**config.mk**
```make
export PLATFORM = sky130hd
export DESIGN_NAME = dma_chan_end_flat
export DESIGN_NICKNAME = d
export VERILOG_FILES = /design/src/verilog/dma_pkg.sv /design/src/verilog/dma_link_if.sv /design/src/verilog/dma_chan_end.sv /design/src/flat_wrapper.sv
export SDC_FILE = /design/constraint.sdc
export NUM_CORES = 2
export LEC_CHECK = 0
export BUFFER_PORTS_ARGS = -buffer_cell sky130_fd_sc_hd__buf_2
export CELL_PAD_IN_SITES_DETAIL_PLACEMENT = 0
export CELL_PAD_IN_SITES_GLOBAL_PLACEMENT = 2
export CORE_UTILIZATION = 32
export CTS_CLUSTER_DIAMETER = 150
export CTS_CLUSTER_SIZE = 30
export DETAILED_ROUTE_END_ITERATION = 10
export GPL_ROUTABILITY_DRIVEN = 0
export PLACE_DENSITY = 0.88
export SETUP_SLACK_MARGIN = 0.1
export SYNTH_ARGS = -nofsm -noshare
export SYNTH_HDL_FRONTEND = slang
export SYNTH_SLANG_ARGS = --single-unit
```
**constraint.sdc**
```tcl
create_clock -name clk_i -period 4.5 [get_ports clk_i]
set_clock_uncertainty 0.2 [all_clocks]
set_input_delay 0.675 -clock clk_i [delete_from_list [all_inputs] [get_ports clk_i]]
set_output_delay 0.675 -clock clk_i [all_outputs]
set_load 0.005 [all_outputs]
```
**src/verilog/dma_pkg.sv**
```systemverilog
package dma_pkg;

    // Channel count, register map and request pairs
    localparam int          NCH        = 2;
    localparam int          CHW        = 1;
    localparam int          NPICK      = 22;
    localparam int          AW         = 8;
    localparam int          SZW        = 22;
    localparam logic [4:0]  PICK_RSVD  = 5'h0b;
    localparam logic [7:0]  STATUS_OFS = 8'h30;
    localparam logic [7:0]  CLEAR_OFS  = 8'h34;
    localparam logic [7:0]  ENABLE_OFS = 8'h38;
    localparam logic [7:0]  CH_BASE    = 8'h44;
    localparam logic [7:0]  CH_STRIDE  = 8'h14;
    localparam logic [7:0]  SRC_REL    = 8'h04;
    localparam logic [7:0]  DST_REL    = 8'h08;
    localparam logic [7:0]  SIZE_REL   = 8'h0c;
    localparam int          TC_POS     = 16;
    localparam int          ERR_POS    = 0;

    // Control word fields
    localparam int          WBK_BIT    = 30;
    localparam int          LFM_BIT    = 28;
    localparam int          BURST_LO   = 24;
    localparam int          SW_LO      = 22;
    localparam int          DW_LO      = 20;
    localparam int          SMODE_BIT  = 19;
    localparam int          DMODE_BIT  = 18;
    localparam int          SSTEP_LO   = 16;
    localparam int          DSTEP_LO   = 14;
    localparam int          SPICK_LO   = 9;
    localparam int          DPICK_LO   = 4;
    localparam int          EN_BIT     = 0;
    localparam logic [31:0] CTRL_RST   = 32'h00a0_0000;
    localparam logic [1:0]  W_RSVD     = 2'h3;
    localparam logic [1:0]  STEP_INC   = 2'h0;
    localparam logic [1:0]  STEP_DEC   = 2'h1;
    localparam logic [1:0]  STEP_RSVD  = 2'h3;
    localparam logic [2:0]  WORD_BYTES = 3'h4;

    typedef enum logic [2:0] {
        ST_IDLE  = 3'b000,
        ST_CHECK = 3'b001,
        ST_LEN   = 3'b010,
        ST_SRC   = 3'b011,
        ST_DST   = 3'b100,
        ST_WBK   = 3'b101,
        ST_END   = 3'b110
    } eng_st_t;

    function automatic logic [2:0] wbytes(input logic [1:0] w);
        return 3'h1 << w;
    endfunction

    function automatic logic [31:0] step_adr(input logic [31:0] a, input logic [1:0] s,
                                             input logic [2:0] b);
        if (s == STEP_INC)
            return a + 32'(b);
        else if (s == STEP_DEC)
            return a - 32'(b);
        else
            return a;
    endfunction

    function automatic logic misaligned(input logic [31:0] v, input logic [1:0] w);
        return (w == 2'h1 && v[0]) || (w == 2'h2 && v[1:0] != 2'h0);
    endfunction

    function automatic logic bad_pick(input logic [4:0] p);
        return p == PICK_RSVD || 32'(p) >= NPICK;
    endfunction

    function automatic logic [3:0] lane_sel(input logic [1:0] w, input logic [1:0] a);
        if (w == 2'h0)
            return 4'h1 << a;
        else if (w == 2'h1)
            return 4'h3 << a;
        else
            return 4'hf;
    endfunction

    function automatic logic [31:0] merge(input logic [31:0] o, input logic [31:0] d,
                                          input logic [3:0] s);
        logic [31:0] r;
        r = o;
        for (int i = 0; i < 4; i++)
            if (s[i])
                r[8*i +: 8] = d[8*i +: 8];
        return r;
    endfunction

endpackage

```
**src/verilog/dma_link_if.sv**
```systemverilog
`timescale 1ns/1ps
interface dma_link_if;
    logic [dma_pkg::NPICK-1:0] req;
    logic [dma_pkg::NPICK-1:0] ack;
    logic [4:0]                pick;
    logic [31:0]               rx_data;
    logic                      rx_last;
    logic [31:0]               tx_data;

    modport dma    (input req, rx_data, rx_last, output ack, pick, tx_data);
    modport periph (output req, rx_data, rx_last, input ack, pick, tx_data);
endinterface

```
**src/verilog/dma_chan_end.sv**
```systemverilog
`timescale 1ns/1ps
// Summary of operation
// - Write received byte count to destination start
// - Software sets length all ones for writeback
// - Length from memory, then clear that bit
// - Otherwise software programs length before start
// - Burst of 2^k beats, then re-arbitrate
// - Burst bytes are beats times source width
// - Widths byte/half/word; code 3 is error
// - Totals not destination-aligned raise error
// - Software prefers byte destination for odd totals
// - Source flow mode: normal or handshake
// - Destination flow mode: normal or handshake
// - Stepping increment/decrement/fixed; 3 is error
// - Source pick selects pacing request pair
// - Destination pick selects pacing request pair
// - Picks 0..21 fixed pairs, 11 unused
module dma_chan_end (
    // System
    input  wire logic                    clk_i,
    input  wire logic                    sys_rst_i,
    // Register bus
    input  wire logic                    wb_cyc_i,
    input  wire logic                    wb_stb_i,
    input  wire logic                    wb_we_i,
    input  wire logic [dma_pkg::AW-1:0]  wb_adr_i,
    input  wire logic [3:0]              wb_sel_i,
    input  wire logic [31:0]             wb_dat_i,
    output logic      [31:0]             wb_dat_o,
    output logic                         wb_ack_o,
    output logic                         irq_o,
    // Memory master
    output logic                         mem_cyc_o,
    output logic                         mem_stb_o,
    output logic                         mem_we_o,
    output logic      [31:0]             mem_adr_o,
    output logic      [3:0]              mem_sel_o,
    output logic      [31:0]             mem_dat_o,
    input  wire logic [31:0]             mem_dat_i,
    input  wire logic                    mem_ack_i,
    // Peripheral link
    dma_link_if.dma                      link
);
    import dma_pkg::*;

    typedef struct packed {
        logic [NCH-1:0][31:0]    ctrl;
        logic [NCH-1:0][31:0]    src;
        logic [NCH-1:0][31:0]    dst;
        logic [NCH-1:0][SZW-1:0] size;
        logic [NCH-1:0]          tc;
        logic [NCH-1:0]          err;
        logic [NCH-1:0]          ien_tc;
        logic [NCH-1:0]          ien_err;
        logic                    ack;
        logic [31:0]             rdata;
        eng_st_t                 st;
        logic [CHW-1:0]          ch;
        logic [CHW-1:0]          rr;
        logic [7:0]              beats;
        logic [31:0]             cnt;
        logic [31:0]             data;
        logic [31:0]             dst0;
        logic                    last;
        logic                    fail;
    } state_t;

    state_t r;
    state_t next_r;

    logic [31:0]     cw;
    logic [1:0]      sw;
    logic [1:0]      dw;
    logic [1:0]      ss;
    logic [1:0]      ds;
    logic [4:0]      spick;
    logic [4:0]      dpick;
    logic            smode;
    logic            dmode;
    logic [2:0]      sbytes;
    logic [31:0]     total;
    logic [31:0]     burst;
    logic            src_hs;
    logic            dst_hs;
    logic            cfg_bad;
    logic            wr;
    logic [31:0]     status;
    logic [31:0]     ienw;
    logic [NPICK-1:0] sreq_oh;
    logic [NPICK-1:0] dreq_oh;

    // Per-channel word selected by the engine
    assign cw      = r.ctrl[r.ch];
    assign sw      = cw[SW_LO +: 2];
    assign dw      = cw[DW_LO +: 2];
    assign ss      = cw[SSTEP_LO +: 2];
    assign ds      = cw[DSTEP_LO +: 2];
    assign spick   = cw[SPICK_LO +: 5];
    assign dpick   = cw[DPICK_LO +: 5];
    assign smode   = cw[SMODE_BIT];
    assign dmode   = cw[DMODE_BIT];
    assign sbytes  = wbytes(sw);
    assign total   = 32'(r.size[r.ch]) << sw;
    assign burst   = 32'(r.beats) << sw;
    assign sreq_oh = NPICK'(1) << spick;
    assign dreq_oh = NPICK'(1) << dpick;
    assign src_hs  = r.st == ST_SRC && smode && |(link.req & sreq_oh);
    assign dst_hs  = r.st == ST_DST && dmode && |(link.req & dreq_oh);
    assign cfg_bad = sw == W_RSVD || dw == W_RSVD
                     || ss == STEP_RSVD || ds == STEP_RSVD
                     || (smode && bad_pick(spick))
                     || (dmode && bad_pick(dpick))
                     || (!cw[LFM_BIT] && (r.size[r.ch] == '0
                         || misaligned(total, dw) || misaligned(burst, dw)));
    assign wr      = wb_cyc_i && wb_stb_i && wb_we_i && !r.ack;
    assign status  = (32'(r.tc) << TC_POS) | (32'(r.err) << ERR_POS);
    assign ienw    = (32'(r.ien_tc) << TC_POS) | (32'(r.ien_err) << ERR_POS);

    // Register bus and interrupt
    assign wb_dat_o = r.rdata;
    assign wb_ack_o = r.ack;
    assign irq_o    = |(r.tc & r.ien_tc) || |(r.err & r.ien_err);

    // Memory master: held stable by the engine state until ack
    always_comb
    begin
        mem_cyc_o = r.st == ST_LEN || r.st == ST_WBK
                    || (r.st == ST_SRC && !smode) || (r.st == ST_DST && !dmode);
        mem_stb_o = mem_cyc_o;
        mem_we_o  = r.st == ST_DST || r.st == ST_WBK;
        mem_adr_o = r.st == ST_WBK ? r.dst0 : (r.st == ST_DST ? r.dst[r.ch] : r.src[r.ch]);
        mem_sel_o = (r.st == ST_LEN || r.st == ST_WBK) ? 4'hf
                    : lane_sel(sw, mem_adr_o[1:0]);
        mem_dat_o = r.st == ST_WBK ? r.cnt : r.data << {mem_adr_o[1:0], 3'h0};
    end

    // Link: pick follows the side being served; ack is the beat strobe
    assign link.pick    = r.st == ST_DST ? dpick : spick;
    assign link.ack     = src_hs ? sreq_oh : (dst_hs ? dreq_oh : '0);
    assign link.tx_data = r.data;

    always_comb
    begin
        next_r     = r;
        next_r.ack = wb_cyc_i && wb_stb_i && !r.ack;
        if (wb_cyc_i && wb_stb_i && !r.ack && !wb_we_i)
        begin
            next_r.rdata = '0;
            if (wb_adr_i == STATUS_OFS)
                next_r.rdata = status;
            else if (wb_adr_i == ENABLE_OFS)
                next_r.rdata = ienw;
            for (int c = 0; c < NCH; c++)
            begin
                if (wb_adr_i == AW'(CH_BASE + CH_STRIDE * c))
                    next_r.rdata = r.ctrl[c];
                if (wb_adr_i == AW'(CH_BASE + CH_STRIDE * c + SRC_REL))
                    next_r.rdata = r.src[c];
                if (wb_adr_i == AW'(CH_BASE + CH_STRIDE * c + DST_REL))
                    next_r.rdata = r.dst[c];
                if (wb_adr_i == AW'(CH_BASE + CH_STRIDE * c + SIZE_REL))
                    next_r.rdata = 32'(r.size[c]);
            end
        end
        if (wr)
        begin
            if (wb_adr_i == CLEAR_OFS)
            begin
                next_r.tc  = r.tc & ~wb_dat_i[TC_POS +: NCH];
                next_r.err = r.err & ~wb_dat_i[ERR_POS +: NCH];
            end
            else if (wb_adr_i == ENABLE_OFS)
            begin
                // Unselected lanes keep the old enables, not the status bits
                next_r.ien_tc  = NCH'(merge(ienw, wb_dat_i, wb_sel_i) >> TC_POS);
                next_r.ien_err = NCH'(merge(ienw, wb_dat_i, wb_sel_i) >> ERR_POS);
            end
            for (int c = 0; c < NCH; c++)
            begin
                if (wb_adr_i == AW'(CH_BASE + CH_STRIDE * c))
                    next_r.ctrl[c] = merge(r.ctrl[c], wb_dat_i, wb_sel_i);
                if (wb_adr_i == AW'(CH_BASE + CH_STRIDE * c + SRC_REL))
                    next_r.src[c] = merge(r.src[c], wb_dat_i, wb_sel_i);
                if (wb_adr_i == AW'(CH_BASE + CH_STRIDE * c + DST_REL))
                    next_r.dst[c] = merge(r.dst[c], wb_dat_i, wb_sel_i);
                if (wb_adr_i == AW'(CH_BASE + CH_STRIDE * c + SIZE_REL))
                    next_r.size[c] = SZW'(merge(32'(r.size[c]), wb_dat_i, wb_sel_i));
            end
        end

        // Engine updates come last so hardware sets beat software clears
        unique case (r.st)
            ST_IDLE:
            begin
                for (int i = NCH - 1; i >= 0; i--)
                    if (r.ctrl[CHW'(r.rr + CHW'(i))][EN_BIT])
                        next_r.ch = CHW'(r.rr + CHW'(i));
                // Stay idle when nothing is enabled, so a finished channel does not rerun
                if (r.ctrl[next_r.ch][EN_BIT])
                begin
                    next_r.st    = ST_CHECK;
                    next_r.rr    = CHW'(next_r.ch + CHW'(1));
                    next_r.beats = 8'h1 << r.ctrl[next_r.ch][BURST_LO +: 3];
                end
            end
            ST_CHECK:
            begin
                next_r.fail = cfg_bad;
                if (cfg_bad)
                    next_r.st = ST_END;
                else if (cw[LFM_BIT])
                    next_r.st = ST_LEN;
                else
                    next_r.st = ST_SRC;
                if (r.cnt == '0 && !cfg_bad)
                    next_r.dst0 = r.dst[r.ch];
            end
            ST_LEN:
                if (mem_ack_i)
                begin
                    next_r.size[r.ch]         = mem_dat_i[SZW-1:0];
                    next_r.ctrl[r.ch][LFM_BIT] = 1'b0;
                    next_r.src[r.ch]          = step_adr(r.src[r.ch], ss, WORD_BYTES);
                    next_r.st                 = ST_CHECK;
                end
            ST_SRC:
                if (src_hs || (!smode && mem_ack_i))
                begin
                    next_r.data = smode ? link.rx_data
                                        : mem_dat_i >> {mem_adr_o[1:0], 3'h0};
                    next_r.last = smode && link.rx_last;
                    next_r.src[r.ch] = step_adr(r.src[r.ch], ss, sbytes);
                    next_r.st   = ST_DST;
                end
            ST_DST:
                if (dst_hs || (!dmode && mem_ack_i))
                begin
                    next_r.dst[r.ch]  = step_adr(r.dst[r.ch], ds, sbytes);
                    next_r.cnt        = r.cnt + 32'(sbytes);
                    next_r.size[r.ch] = r.size[r.ch] - SZW'(1);
                    next_r.beats      = r.beats - 8'h1;
                    if (r.size[r.ch] == SZW'(1) || r.last)
                        next_r.st = (cw[WBK_BIT] && smode) ? ST_WBK : ST_END;
                    else if (r.beats == 8'h1)
                        next_r.st = ST_IDLE;
                    else
                        next_r.st = ST_SRC;
                end
            ST_WBK:
                if (mem_ack_i)
                    next_r.st = ST_END;
            ST_END:
            begin
                next_r.ctrl[r.ch][EN_BIT] = 1'b0;
                if (r.fail)
                    next_r.err[r.ch] = 1'b1;
                else
                begin
                    next_r.tc[r.ch]   = 1'b1;
                    next_r.size[r.ch] = '0;
                end
                next_r.cnt  = '0;
                next_r.last = 1'b0;
                next_r.fail = 1'b0;
                next_r.st   = ST_IDLE;
            end
            default:
                next_r.st = ST_IDLE;
        endcase
    end

    always_ff @(posedge clk_i)
    begin
        if (sys_rst_i)
        begin
            r      <= '0;
            r.ctrl <= {NCH{CTRL_RST}};
            r.st   <= ST_IDLE;
        end
        else
            r <= next_r;
    end

endmodule // dma_chan_end

```
**src/flat_wrapper.sv**
```systemverilog
// flat-port wrapper written by rule: the top's interface ports become plain ports
module dma_chan_end_flat import dma_pkg::*;
  (clk_i, sys_rst_i, wb_cyc_i, wb_stb_i, wb_we_i, wb_adr_i, wb_sel_i, wb_dat_i, wb_dat_o, wb_ack_o, irq_o, mem_cyc_o, mem_stb_o, mem_we_o, mem_adr_o, mem_sel_o, mem_dat_o, mem_dat_i, mem_ack_i, link_req, link_rx_data, link_rx_last, link_ack, link_pick, link_tx_data);
  dma_link_if link_i ();
  input  wire logic clk_i;
  input  wire logic sys_rst_i;
  input  wire logic wb_cyc_i;
  input  wire logic wb_stb_i;
  input  wire logic wb_we_i;
  input  wire logic [dma_pkg::AW-1:0] wb_adr_i;
  input  wire logic [3:0] wb_sel_i;
  input  wire logic [31:0] wb_dat_i;
  output logic      [31:0] wb_dat_o;
  output logic wb_ack_o;
  output logic irq_o;
  output logic mem_cyc_o;
  output logic mem_stb_o;
  output logic mem_we_o;
  output logic      [31:0] mem_adr_o;
  output logic      [3:0] mem_sel_o;
  output logic      [31:0] mem_dat_o;
  input  wire logic [31:0] mem_dat_i;
  input  wire logic mem_ack_i;
  input wire logic [$bits(link_i.req)-1:0] link_req;
  input wire logic [$bits(link_i.rx_data)-1:0] link_rx_data;
  input wire logic [$bits(link_i.rx_last)-1:0] link_rx_last;
  output wire logic [$bits(link_i.ack)-1:0] link_ack;
  output wire logic [$bits(link_i.pick)-1:0] link_pick;
  output wire logic [$bits(link_i.tx_data)-1:0] link_tx_data;
  assign link_i.req = link_req;
  assign link_i.rx_data = link_rx_data;
  assign link_i.rx_last = link_rx_last;
  assign link_ack = link_i.ack;
  assign link_pick = link_i.pick;
  assign link_tx_data = link_i.tx_data;
  dma_chan_end u_core (.clk_i(clk_i), .sys_rst_i(sys_rst_i), .wb_cyc_i(wb_cyc_i), .wb_stb_i(wb_stb_i), .wb_we_i(wb_we_i), .wb_adr_i(wb_adr_i), .wb_sel_i(wb_sel_i), .wb_dat_i(wb_dat_i), .wb_dat_o(wb_dat_o), .wb_ack_o(wb_ack_o), .irq_o(irq_o), .mem_cyc_o(mem_cyc_o), .mem_stb_o(mem_stb_o), .mem_we_o(mem_we_o), .mem_adr_o(mem_adr_o), .mem_sel_o(mem_sel_o), .mem_dat_o(mem_dat_o), .mem_dat_i(mem_dat_i), .mem_ack_i(mem_ack_i), .link(link_i));
endmodule
```
==> results_dict.tcl <==
set metrics [dict create \
    worst_slew_pin_slew_ps 1230 \
    root_buffer "clkbuf_16" \
    netlist_top_cells_area "dfxtp_1 (27%), mux2i_1 (9.0%), nor2_1 (5.6%)" \
    top_layer "met4" \
    async_flop_share_pct 0 \
    io-pin-count 301 \
    clk_pin_slew_ps 140 \
    avgViaCountPerCell 6.33 \
    rows 110 \
    synth_flop_cell "dfxtp_1" \
    min_path_type "in2reg" \
    grt-ovfl-total 0 \
    vdd_drop_max_v 0.000357 \
    die_y_um 304 \
    dieArea_mm2 0.0926 \
    leakagePower_nw 12.4 \
    cts_sinks 388 \
    pre_cts_ws_ps 171 \
    yosysUniqueCellTypes 103 \
    cp.arrival_ps 4660 \
    track_usage_pct 31.2 \
    portBuffers 300 \
    firstDrtPassIters 9 \
    hpwlAfterDp_um 115000 \
    post-route-min-period_ps 4350 \
    routed_wl_um 152000 \
    syn_nets 4031 \
    ant_nets 0 \
    wire_per_inst_um 29.0 \
    crit_fanout 19 \
    clockBufferDepth 3 \
    num_vias 33200 \
    report.final.slew_viol_count 0 \
    wl_met2_um 65100 \
    finalSetupViolations 0 \
    die_x_um 304 \
    cts.htree.levels 1 \
    maxCapViolCount 0 \
    synth_top_area_share_pct 26.6 \
    nets 4219 \
    fin_ws_ps 150 \
    final_cell_mix "nor2_1 (428), nand2_1 (421), dfxtp_1 (387), buf_2 (299), mux2i_1 (261)" \
    syn_avg_cell_area_um2 7.56 \
    clk_latency_ps 600 \
    start_util_pct 32.4 \
    synthCells 3870 \
    m1WireLength_um 61000 \
    period_share_pct 96.7 \
    final_common_cell "nor2_1" \
    ys_ff_latch 388 \
    p_per_area_mw_per_mm2 267 \
    cts_tree "yes" \
    cts_made_buffers 17 \
    outcome "complete, no violations" \
    grt_max_degree 156 \
    synth_edf_count 0 \
    crit_type "reg2reg" \
    end_kind "flip-flop" \
    core_area_mm2 0.0903 \
    wl_met3_um 16900 \
    drtIter0Drc 4660 \
    rsz0062_at_grt "yes" \
    syn_to_final_growth_pct 12.8 \
    finalHoldViolations 0 \
    ys_warn_count 0 \
    setup_tns_ps 0 \
    slew_headroom_pct 17.3 \
    syn_area_mm2 0.0292 \
    fmax_ghz 0.230 \
    hold_slack_ps 148 \
    grt_pass1_wl_um 217000 \
    ys_seq_area_share_pct 26.6 \
    grt_pass1_vias 30100 \
    antenna_found_initial 8 \
    drive_above_1_share_pct 17.4 \
    route.detailed.drc 0 \
    crit_path_start_kind "flip-flop" \
    yosysTopAreaCell "dfxtp_1" \
    cts_hold_buf 0 \
    required_ps 4810 \
]
area by class of cell:
type / count / area [um2]
clock inverters: 4 / 41.3
inverters: 56 / 214
fillers: 9689 / 57300
clock buffers: 18 / 429
diodes: 7 / 17.5
flip-flops and latches: 388 / 7770
multi-input cells: 3080 / 19700
repair buffers: 515 / 3300
well taps: 1176 / 1470
metrics by stage:
step / util (%) / area, um2 / std cells / total power, mW
2_1_floorplan: - / 29300 / 3870 / 5.53
3_3_place_gp: 35.7 / 32200 / 5209 / 6.65
3_5_place_dp: 35.7 / 32200 / 5209 / 6.66
4_1_cts: 36.3 / 32800 / 5235 / 8.66
5_1_grt: 36.5 / 33000 / 5242 / 9.07
6_report: 36.5 / 33000 / 5244 / 8.79
critical path: stages (launching register included):
cell and delay, ps:
dfxtp_4 470, buf_8 210, buf_16 190, buf_4 190
buf_4 290, mux2i_1 210, a2111oi_2 610, nand2_1 380
nor4_4 320, nand3_1 240, o41ai_1 460, xnor2_1 200
nor2_1 70, a211oi_1 200
metal layers:
layer	global-route usage [%]	vias to the layer above
met5	0	-
met4	17.0	0
met3	6.89	408
met2	47.0	2213
met1	41.3	15800
li1	-	14700
sequential cells by signal, indices dropped and copies added (netlist names), named ones only:
| signal | flops |
|---|---|
| u_core.r | 319 |
| u_core.wb_ack_o | 1 |
| u_core.link.tx_data | 32 |
| u_core.wb_dat_o | 32 |
where the power goes:
group | internal [mW] | leakage [nW] | switching (mW)
Sequential | 3.54 | 3.13 | 0.183
Clock | 0.714 | 0.229 | 1.35
Combinational | 1.05 | 9.09 | 1.97
Total | 5.30 | 12.4 | 3.49
repair_timing:
action | CTS | global route
endpoints found under the hold margin | 0 | 0
setup buffers | 4 | 2
gates resized for setup | 13 | 30
pin swaps | 1 | 1
endpoints found under the setup margin | 25 | 65
gates cloned | 0 | 0
cell usage after synthesis, drive strengths merged, types with 23 or more instances:
library cell / count
dfxtp: 388
mux2: 74
and2: 28
ha: 23
o21ai: 216
and3: 59
nand2b: 32
xor2: 49
mux2i: 262
clkbuf: 207
nand2: 425
a21oi: 253
nor4: 38
a22oi: 52
o211ai: 27
a211oi: 142
xnor2: 68
nor2: 435
inv: 52
nand3: 101
o22ai: 99
buf: 139
nor2b: 38
a31oi: 41
nor3: 131
a222oi: 28
a221oi: 72
nor3b: 30
path summary, 6_finish.rpt:
path	startpoint	to	slack (ps)	cells past startpoint
setup reg to reg	u_core.r[107]$_SDFFE_PP0N_	u_core.r[258]$_SDFF_PP0_	150	13
setup / recovery	u_core.r[107]$_SDFFE_PP0N_	u_core.r[258]$_SDFF_PP0_	150	13
hold / removal	link_rx_last	u_core.r[1]$_SDFFE_PP0P_	150	3
hold reg to reg	u_core.r[355]$_SDFFE_PP0P_	u_core.r[355]$_SDFFE_PP0P_	270	2
cell families after synthesis:
| family | Yosys count | share of synthesized area, % |
|---|---|---|
| compound gates | 1165 | 27.1 |
| xor+xnor | 117 | 3.50 |
| fa+ha+maj | 25 | 1.09 |
| buf+inv | 402 | 6.68 |
| flops | 388 | 26.6 |
| mux | 337 | 11.9 |
| simple gates | 1436 | 23.2 |
No activity file was read; power rests on OpenSTA's default activity.
